==> src/include/pcm_pkg.sv <==
// Constants for the processor clock and power manager.
// Assumes an 8-bit I/O data path and 16-bit I/O addresses.
package pcm_pkg;
    // ==========================================================
    // I/O ports and register index
    localparam logic [15:0] PCM_INDEX_PORT = 16'h0022;
    localparam logic [15:0] PCM_DATA_PORT = 16'h0023;
    localparam logic [7:0] PCM_PWR_CFG_INDEX = 8'h46;
    // ==========================================================
    // Field layout of power_clock_config
    localparam int PCM_SLEEP_EN_BIT = 7;
    localparam int PCM_DIV_HI = 3;
    localparam int PCM_DIV_LO = 2;
    localparam int PCM_MIN_HI = 1;
    localparam int PCM_MIN_LO = 0;
    localparam logic [1:0] PCM_MIN_SELECT = 2'h3;
    localparam logic [7:0] PCM_PWR_CFG_RESET = 8'h00;
    localparam logic [7:0] PCM_INDEX_RESET = 8'h00;
    localparam logic [7:0] PCM_UNMAPPED_DATA = 8'h00;
    // ==========================================================
    // Divider: divide ratio is 2**shift
    localparam int PCM_SHIFT_W = 3;
    localparam logic [2:0] PCM_SLEEP_SHIFT_DEF = 3'h6;
    localparam logic [2:0] PCM_SLOWEST_RUN_SHIFT = 3'h3;
    localparam int PCM_CNT_W = 7;
    // ==========================================================
    // Sleep sequencer, one-hot
    typedef enum logic [2:0] {
        PCM_RUN = 3'h1,
        PCM_SLEEP = 3'h2,
        PCM_SUSPEND = 3'h4
    } pcm_state_e;
endpackage : pcm_pkg

==> src/include/pcm_div_if.sv <==
// Link between the sleep controller and the clock divider.
// Both ends run on the same clock.
`timescale 1ns/1ns
interface pcm_div_if;
    import pcm_pkg::*;
    logic [PCM_SHIFT_W-1:0] shift_req;
    logic [PCM_SHIFT_W-1:0] shift_cur;
    logic tick;
    modport ctrl (output shift_req, input shift_cur, input tick);
    modport div (input shift_req, output shift_cur, output tick);
endinterface : pcm_div_if

==> src/hdl/pcm_clk_div.sv <==
// Processor clock divider producing a one-cycle enable every 2**shift cycles.
// Assumes the requester holds shift_req; it is adopted only at a boundary.
`timescale 1ns/1ns
module pcm_clk_div
    import pcm_pkg::*;
(
    input wire logic clk,
    input wire logic rst_b,
    pcm_div_if.div dif
);
    logic [PCM_CNT_W-1:0] cnt_reg;
    logic [PCM_SHIFT_W-1:0] shift_reg;
    logic tick_reg;

    assign dif.shift_cur = shift_reg;
    assign dif.tick = tick_reg;

    // ==========================================================
    // Count down; ratio changes only on wrap so no pulse is cut short
    always_ff @(posedge clk or negedge rst_b) begin
        if (!rst_b) begin
            cnt_reg <= '0;
            shift_reg <= '0;
        end else if (cnt_reg == '0) begin
            shift_reg <= dif.shift_req;
            cnt_reg <= PCM_CNT_W'((1 << dif.shift_req) - 1);
        end else begin
            cnt_reg <= cnt_reg - 1'b1;
        end
    end

    always_ff @(posedge clk or negedge rst_b) begin
        if (!rst_b) begin
            tick_reg <= 1'b0;
        end else begin
            tick_reg <= (cnt_reg == '0);
        end
    end
endmodule : pcm_clk_div

==> src/hdl/pcm_power_mgr.sv <==
// Processor clock divide and HALT-driven sleep control.
// Assumes host cycle signals on CLK; MASKABLE_INTERRUPT_REQUEST and NMI arrive from pins.
`timescale 1ns/1ns
module pcm_power_mgr
    import pcm_pkg::*;
#(
    parameter logic [PCM_SHIFT_W-1:0] SLEEP_SHIFT = PCM_SLEEP_SHIFT_DEF
) (
    input wire logic CLK,
    input wire logic RST_B,
    input wire logic [15:0] IO_ADDR,
    input wire logic IO_WR,
    input wire logic IO_RD,
    input wire logic [7:0] IO_WDATA,
    output logic [7:0] IO_RDATA,
    output logic IO_RVALID,
    input wire logic HALT_FETCH,
    input wire logic MASKABLE_INTERRUPT_REQUEST,
    input wire logic NMI,
    input wire logic DMA_CYCLE,
    input wire logic REFRESH_CYCLE,
    output logic PROC_CLK_EN,
    output logic SLEEP_ACTIVE
);
    localparam int NSYNC = 2;

    logic [7:0] index_reg;
    logic [7:0] cfg_reg;
    logic [7:0] rdata_reg;
    logic rvalid_reg;
    logic sleep_reg;
    logic first_reg;
    pcm_state_e state_reg;
    pcm_state_e state_next;
    logic [NSYNC-1:0] pin_raw;
    logic [NSYNC-1:0] wake_lvl;
    logic wake;
    logic bus_busy;
    logic data_sel;
    logic [PCM_SHIFT_W-1:0] sleep_shift;
    logic [PCM_SHIFT_W-1:0] shift_req;

    pcm_div_if dif ();

    pcm_clk_div u_div (
        .clk(CLK),
        .rst_b(RST_B),
        .dif(dif.div)
    );

    // ==========================================================
    // Pin synchronisers; a change counts when stages two and three agree
    assign pin_raw = {NMI, MASKABLE_INTERRUPT_REQUEST};

    generate
        for (genvar i = 0; i < NSYNC; i++) begin : g_sync
            logic s1_reg;
            logic s2_reg;
            logic s3_reg;
            logic lvl_reg;
            always_ff @(posedge CLK or negedge RST_B) begin
                if (!RST_B) begin
                    s1_reg <= 1'b0;
                    s2_reg <= 1'b0;
                    s3_reg <= 1'b0;
                    lvl_reg <= 1'b0;
                end else begin
                    s1_reg <= pin_raw[i];
                    s2_reg <= s1_reg;
                    s3_reg <= s2_reg;
                    if (s2_reg == s3_reg) begin
                        lvl_reg <= s3_reg;
                    end
                end
            end
            assign wake_lvl[i] = lvl_reg;
        end
    endgenerate

    assign wake = |wake_lvl;
    assign bus_busy = DMA_CYCLE | REFRESH_CYCLE;

    // ==========================================================
    // Index / data port pair; the index stays put so a read-modify-write
    // needs only one index write
    assign data_sel = (IO_ADDR == PCM_DATA_PORT) && (index_reg == PCM_PWR_CFG_INDEX);

    always_ff @(posedge CLK or negedge RST_B) begin
        if (!RST_B) begin
            index_reg <= PCM_INDEX_RESET;
        end else if (IO_WR && IO_ADDR == PCM_INDEX_PORT) begin
            index_reg <= IO_WDATA;
        end
    end

    always_ff @(posedge CLK or negedge RST_B) begin
        if (!RST_B) begin
            cfg_reg <= PCM_PWR_CFG_RESET;
        end else if (IO_WR && data_sel) begin
            cfg_reg <= IO_WDATA;
        end
    end

    always_ff @(posedge CLK or negedge RST_B) begin
        if (!RST_B) begin
            rdata_reg <= PCM_UNMAPPED_DATA;
            rvalid_reg <= 1'b0;
        end else begin
            rvalid_reg <= IO_RD && (IO_ADDR == PCM_DATA_PORT || IO_ADDR == PCM_INDEX_PORT);
            if (IO_RD && IO_ADDR == PCM_INDEX_PORT) begin
                rdata_reg <= index_reg;
            end else if (IO_RD && IO_ADDR == PCM_DATA_PORT) begin
                rdata_reg <= data_sel ? cfg_reg : PCM_UNMAPPED_DATA;
            end
        end
    end

    // ==========================================================
    // Sleep sequencer
    always_comb begin
        state_next = state_reg;
        unique case (state_reg)
            PCM_RUN: begin
                if (HALT_FETCH && cfg_reg[PCM_SLEEP_EN_BIT]) begin
                    state_next = PCM_SLEEP;
                end
            end
            PCM_SLEEP: begin
                // Clearing the enable also wakes, or the core could stay slow
                if (wake || !cfg_reg[PCM_SLEEP_EN_BIT]) begin
                    state_next = PCM_RUN;
                end else if (bus_busy) begin
                    state_next = PCM_SUSPEND;
                end
            end
            PCM_SUSPEND: begin
                if (wake || !cfg_reg[PCM_SLEEP_EN_BIT]) begin
                    state_next = PCM_RUN;
                end else if (!bus_busy) begin
                    state_next = PCM_SLEEP;
                end
            end
            default: begin
                state_next = PCM_RUN;
            end
        endcase
    end

    always_ff @(posedge CLK or negedge RST_B) begin
        if (!RST_B) begin
            state_reg <= PCM_RUN;
        end else begin
            state_reg <= state_next;
        end
    end

    always_ff @(posedge CLK or negedge RST_B) begin
        if (!RST_B) begin
            sleep_reg <= 1'b0;
        end else begin
            sleep_reg <= (state_next == PCM_SLEEP);
        end
    end

    // ==========================================================
    // Rate selection; minimum only when bits 1:0 request it
    assign sleep_shift = (cfg_reg[PCM_MIN_HI:PCM_MIN_LO] == PCM_MIN_SELECT) ?
                         SLEEP_SHIFT : PCM_SLOWEST_RUN_SHIFT;

    assign shift_req = (state_reg == PCM_SLEEP) ? sleep_shift :
                       {1'b0, cfg_reg[PCM_DIV_HI:PCM_DIV_LO]};
    assign dif.shift_req = shift_req;

    always_ff @(posedge CLK or negedge RST_B) begin
        if (!RST_B) begin
            PROC_CLK_EN <= 1'b0;
        end else begin
            PROC_CLK_EN <= dif.tick;
        end
    end

    always_ff @(posedge CLK or negedge RST_B) begin
        if (!RST_B) begin
            first_reg <= 1'b1;
        end else begin
            first_reg <= 1'b0;
        end
    end

    assign IO_RDATA = rdata_reg;
    assign IO_RVALID = rvalid_reg;
    assign SLEEP_ACTIVE = sleep_reg;
endmodule : pcm_power_mgr

==> config.mk <==
export PLATFORM = sky130hd
export DESIGN_NAME = pcm_power_mgr
export DESIGN_NICKNAME = d
export VERILOG_FILES = /design/src/include/pcm_pkg.sv /design/src/include/pcm_div_if.sv /design/src/hdl/pcm_clk_div.sv /design/src/hdl/pcm_power_mgr.sv
export SDC_FILE = /design/constraint.sdc
export NUM_CORES = 1
export LEC_CHECK = 0
export BUFFER_PORTS_ARGS = -buffer_cell sky130_fd_sc_hd__buf_2
export CAP_MARGIN = 0
export CELL_PAD_IN_SITES_DETAIL_PLACEMENT = 0
export CELL_PAD_IN_SITES_GLOBAL_PLACEMENT = 1
export CORE_ASPECT_RATIO = 0.7
export CORE_MARGIN = 10
export CORE_UTILIZATION = 46
export DETAILED_ROUTE_END_ITERATION = 10
export PLACE_DENSITY = 0.84
export SETUP_SLACK_MARGIN = 0.05
export SKIP_LAST_GASP = 1
export SYNTH_ARGS = -nofsm -noshare
export SYNTH_HDL_FRONTEND = slang
export SYNTH_HIERARCHICAL = 1
export SYNTH_SLANG_ARGS = --single-unit
==> constraint.sdc <==
create_clock -name CLK -period 2.7 [get_ports CLK]
set_input_delay 0.54 -clock CLK [delete_from_list [all_inputs] [get_ports CLK]]
set_output_delay 0.54 -clock CLK [all_outputs]
set_load 0.02 [all_outputs]
# --- Yosys cells after proc, flatten, opt, wreduce, memory -nomap -nowiden ---
# Cells that the tools add are included.
word_totals:
  ram_bits: 0
  word_cells: 56
  ff_bits: 46
  mem_bits_ro: 0
  memories: 0
  latch_bits: 0
op_classes:
  bitwise_logic: 1
  mux: 12
  n_addsub: 2
  mul: 0
  n_div: 0
  reduce_logical: 13
  shifts: 1
  eq_ne: 10
  n_lt_le_gt_ge: 0
op_table:
  columns: ["op", "n"]
  rows:
  - ["$eq A16 B6 Y1 const B", 2]
  - ["$mux W8", 3]
  - ["$mux W3", 7]
  - ["$pmux W3 S3", 1]
  - ["$eq A8 B7 Y1 const B", 1]
  - ["$logic_and A1 B1 Y1", 7]
  - ["$logic_not A7 Y1", 1]
  - ["$mux W7", 1]
  - ["$shl A1 B3 Y7 const A", 1]
  - ["$sub A7 B1 Y7 const B", 1]
  - ["$sub A7 B2 Y7 const B", 1]
  - ["$eq A3 B2 Y1 const B", 2]
  - ["$eq A3 B1 Y1 const B", 1]
  - ["$eq A3 B3 Y1 const B", 1]
  - ["$eq A1 B1 Y1", 2]
  - ["$eq A2 B2 Y1 const B", 1]
  - ["$logic_or A1 B1 Y1", 2]
  - ["$reduce_bool A2 Y1", 1]
  - ["$reduce_or A2 Y1", 1]
  - ["$logic_not A1 Y1", 1]
  - ["$or A1 B1 Y1", 1]

# --- Longest topological paths before layout ---
depth:
  word_depth: 6
  depth_mapped: 6
  depth_no_buf: 6

# --- Cells and area by module ---
# The synthesis kept the hierarchy.
modules_own_cells:
  columns: ["module", "instances", "cells_each", "seq_area_each_um2", "area_per_inst_um2"]
  rows:
  - ["pcm_power_mgr", 1, 117, 952.2, 1532.7]
  - ["pcm_clk_div", 1, 50, 275.3, 578.1]

# --- Least setup slack after synthesis ---
# OpenSTA, ideal clock, no wires.
synth_path:
  path_type: "input to register"
  startpoint: "input IO_ADDR[7]"
  endpoint: "register cfg_reg[0]"
  setup_ns: 0.125
  path_stages: 4
  path_buffers: 0
  arrival_time_ns: 1.684
  setup_slack_ns: 0.892
  required_time_ns: 2.575
  cell_sequence: "nor4b_1 > nand4_1 > nor3_4 > mux2_2"
synth_via:
  elab_chain_cells: 3
synth_lines:
  columns: ["element", "line_no", "source"]
  rows:
  - ["start, declared", "pcm_power_mgr.sv:11", "input wire logic [15:0] IO_ADDR,"]
  - ["$eq A16 B6 Y1", "pcm_power_mgr.sv:86", "assign data_sel = (IO_ADDR == PCM_DATA_PORT) && (index_reg == PCM_PWR_CFG_INDEX);"]
  - ["$logic_and A1 B1 Y1", "pcm_power_mgr.sv:86", null]
  - ["$logic_and A1 B1 Y1", "pcm_power_mgr.sv:99", "end else if (IO_WR && data_sel) begin"]
  - ["end signal, assigned", "pcm_power_mgr.sv:98", "cfg_reg <= PCM_PWR_CFG_RESET;"]
  - ["end signal, assigned", "pcm_power_mgr.sv:100", "cfg_reg <= IO_WDATA;"]
  - ["end, declared", "pcm_power_mgr.sv:28", "logic [7:0] cfg_reg;"]
# No other way between the ends.
# A chain may end at the register's enable or synchronous reset.

# --- Worst setup path after layout ---
layout_path:
  startpoint: "input IO_ADDR[3]"
  endpoint: "register index_reg[4]"
layout_via:
  elab_chain_cells: 2
layout_lines:
  columns: ["element", "line_no", "source"]
  rows:
  - ["$eq A16 B6 Y1", "pcm_power_mgr.sv:91", "end else if (IO_WR && IO_ADDR == PCM_INDEX_PORT) begin"]
  - ["$logic_and A1 B1 Y1", "pcm_power_mgr.sv:91", null]
  - ["end signal, assigned", "pcm_power_mgr.sv:90", "index_reg <= PCM_INDEX_RESET;"]
  - ["end signal, assigned", "pcm_power_mgr.sv:92", "index_reg <= IO_WDATA;"]
  - ["end, declared", "pcm_power_mgr.sv:27", "logic [7:0] index_reg;"]
# No other way between the ends.

==> key figures <==
Global routing
  • First-pass GRT wire length: 7110 µm
  • Remaining Overflow, GRT: 0
  • Initial antenna violation count: 0
  • GRT Total Usage: 11.9%
  • Vias in the first global route: 1502
  • Largest net degree at the start of global routing: 47

STA
  • Worst rel slew slack: 34.9%
  • Fmax: 0.556 GHz
  • Fin crit period: 1.80 ns
  • Setup violators final: 0
  • Slew Viols, Final: 0
  • RSZ-0062 raised after global routing: no
  • Setup TNS: 0 ns
  • Slew @ Worst Pin: 0.976 ns
  • Worst Clk Skew: 0.00732 ns
  • Fin crit share: 66.6%
  • Hold WS: 0.346 ns
  • Final hold violations: 0

Setup path
  • Worst EP required: 2.88 ns
  • Arr. time, crit path: 1.98 ns
  • Critical Path Fanout Max: 8
  • Setup CP Type: in -> reg
  • CP Capture Type: register
  • Setup crit start kind: input pin

Worst hold path
  • HP Class: in -> reg

Logic synthesis
  • Synthesized Nets: 196
  • Cells after Synth: 161
  • Mapped Area: 0.00199 mm²
  • Yosys warns: 6
  • Avg Inst Size Synth: 12.4 µm²

Finish
  • Post-route cell area: 0.00236 mm²
  • Commonest non-fill, non-tap cell in the layout: dfrtp_1
  • Area Overhead vs Synth: 18.8%
  • Layout cells sized above 1: 35.2%
  • Post-layout util: 58.5%
  • N_diodes: 0
  • NumNets Final: 244
  • Most frequent cells in the layout: 45 x dfrtp_1, 43 x buf_2, 22 x nor2_1

Placement
  • DP Wirelength: 3300 µm
  • Placed Area: 0.00226 mm²
  • Gpl congestion: 0.782
  • IO Port Bufs: 43

Clock network
  • Cell chosen for the clock root: clkbuf_8
  • Clk sinks: 46
  • Worst-Skew Late Latency: 0.30 ns
  • Hold buffer count at cts: 0
  • CTS buffer count: 5
  • Post-CTS Repair Setup Buffers: 0
  • Clk buf depth: 2
  • CTS H-tree lvls: 2
  • CTS tree: built
  • Clock-pin slew on the worst setup and hold paths: 0.07 ns
  • Post_cts resized: 0

Drt
  • Routed wire length per instance: 15.9 µm
  • Initial DRC count: 76
  • Via count: 1416
  • Via-per-instance ratio: 5.40
  • Routed wire length: 4160 µm
  • Detail Route Antenna Nets: 0
  • Drt pass-1 iters: 4
  • # DRC: 0

Floorplanning
  • Core Rows: 19
  • Die X: 98.6 µm
  • Die H: 75.0 µm
  • I/O pins: 44
  • Core Footprint: 0.00404 mm²
  • Die area: 0.00740 mm²
  • Initial core utilization: 49.3%

Status
  • Status: complete, no violations

Power and ir drop
  • P_int: 1.16 mW
  • Static Leakage: 1.18 nW
  • Clk pwr share: 31.0%
  • Peak supply drop: 0.397 mV
  • Flop pwr share: 52.3%
  • Sw Share: 26.3%
  • Power per cell area: 668 mW/mm²
  • Power Total: 1.58 mW
  • Comb pwr share: 16.7%
  • Switching power: 0.415 mW

Flow run
  • Max-cap viol count: 0
==> critical path, stage by stage <==
cell and delay (ns):
buf_2 0.11, nor4b_1 0.31, nand4_1 0.23, nor2_2 0.41
mux2_2 0.39
==> per-layer routing <==
layer  global-route usage [%]  share of wire [%]  wire length [µm]
met3                     5.30                9.1               377
met1                     14.4                 46              1920
met4                     4.75                1.4                60
met2                     18.6                 43              1800
met5                        0                  0                 0
==> through the flow <==
stage / setup slack (ns) / instances
after floorplan: 0.892 / 161
after global placement: 0.632 / 254
after detailed placement: 0.597 / 254
after CTS: 0.900 / 262
after global routing: 0.728 / 262
final: 0.901 / 262
==> area by class of cell <==
cell class              instances  area, µm²
repair buffers                 43        215
inverters                       5       18.8
clock buffers                   5       68.8
clock inverters                 3       40.0
multi-input cells             108        805
fillers                       344       1680
well taps                      52       65.1
flip-flops and latches         46       1150
==> power by group through the flow <==
stage	Clock, mW	Sequential [mW]	Combinational, mW
after floorplan	0	0.825	0.190
after global placement	0	0.835	0.250
after detailed placement	0	0.837	0.265
after CTS	0.512	0.825	0.266
after global routing	0.544	0.836	0.300
final	0.489	0.827	0.264
==> path summary, 6_finish.rpt <==
kind | startpoint | end | slack, ns | cells past startpoint
max reg2reg | index_reg[3] | cfg_reg[7] | 0.92 | 4
min in group asynchronous | RST_B | u_div/cnt_reg[3] | 0.40 | 1
max in group asynchronous | RST_B | g_sync[0].lvl_reg | 1.70 | 1
max | IO_ADDR[3] | index_reg[4] | 0.90 | 5
min reg2reg | g_sync[0].s1_reg | g_sync[0].s2_reg | 0.36 | 0
min | MASKABLE_INTERRUPT_REQUEST | g_sync[0].s1_reg | 0.35 | 1
No activity file was read; power rests on OpenSTA's default activity.
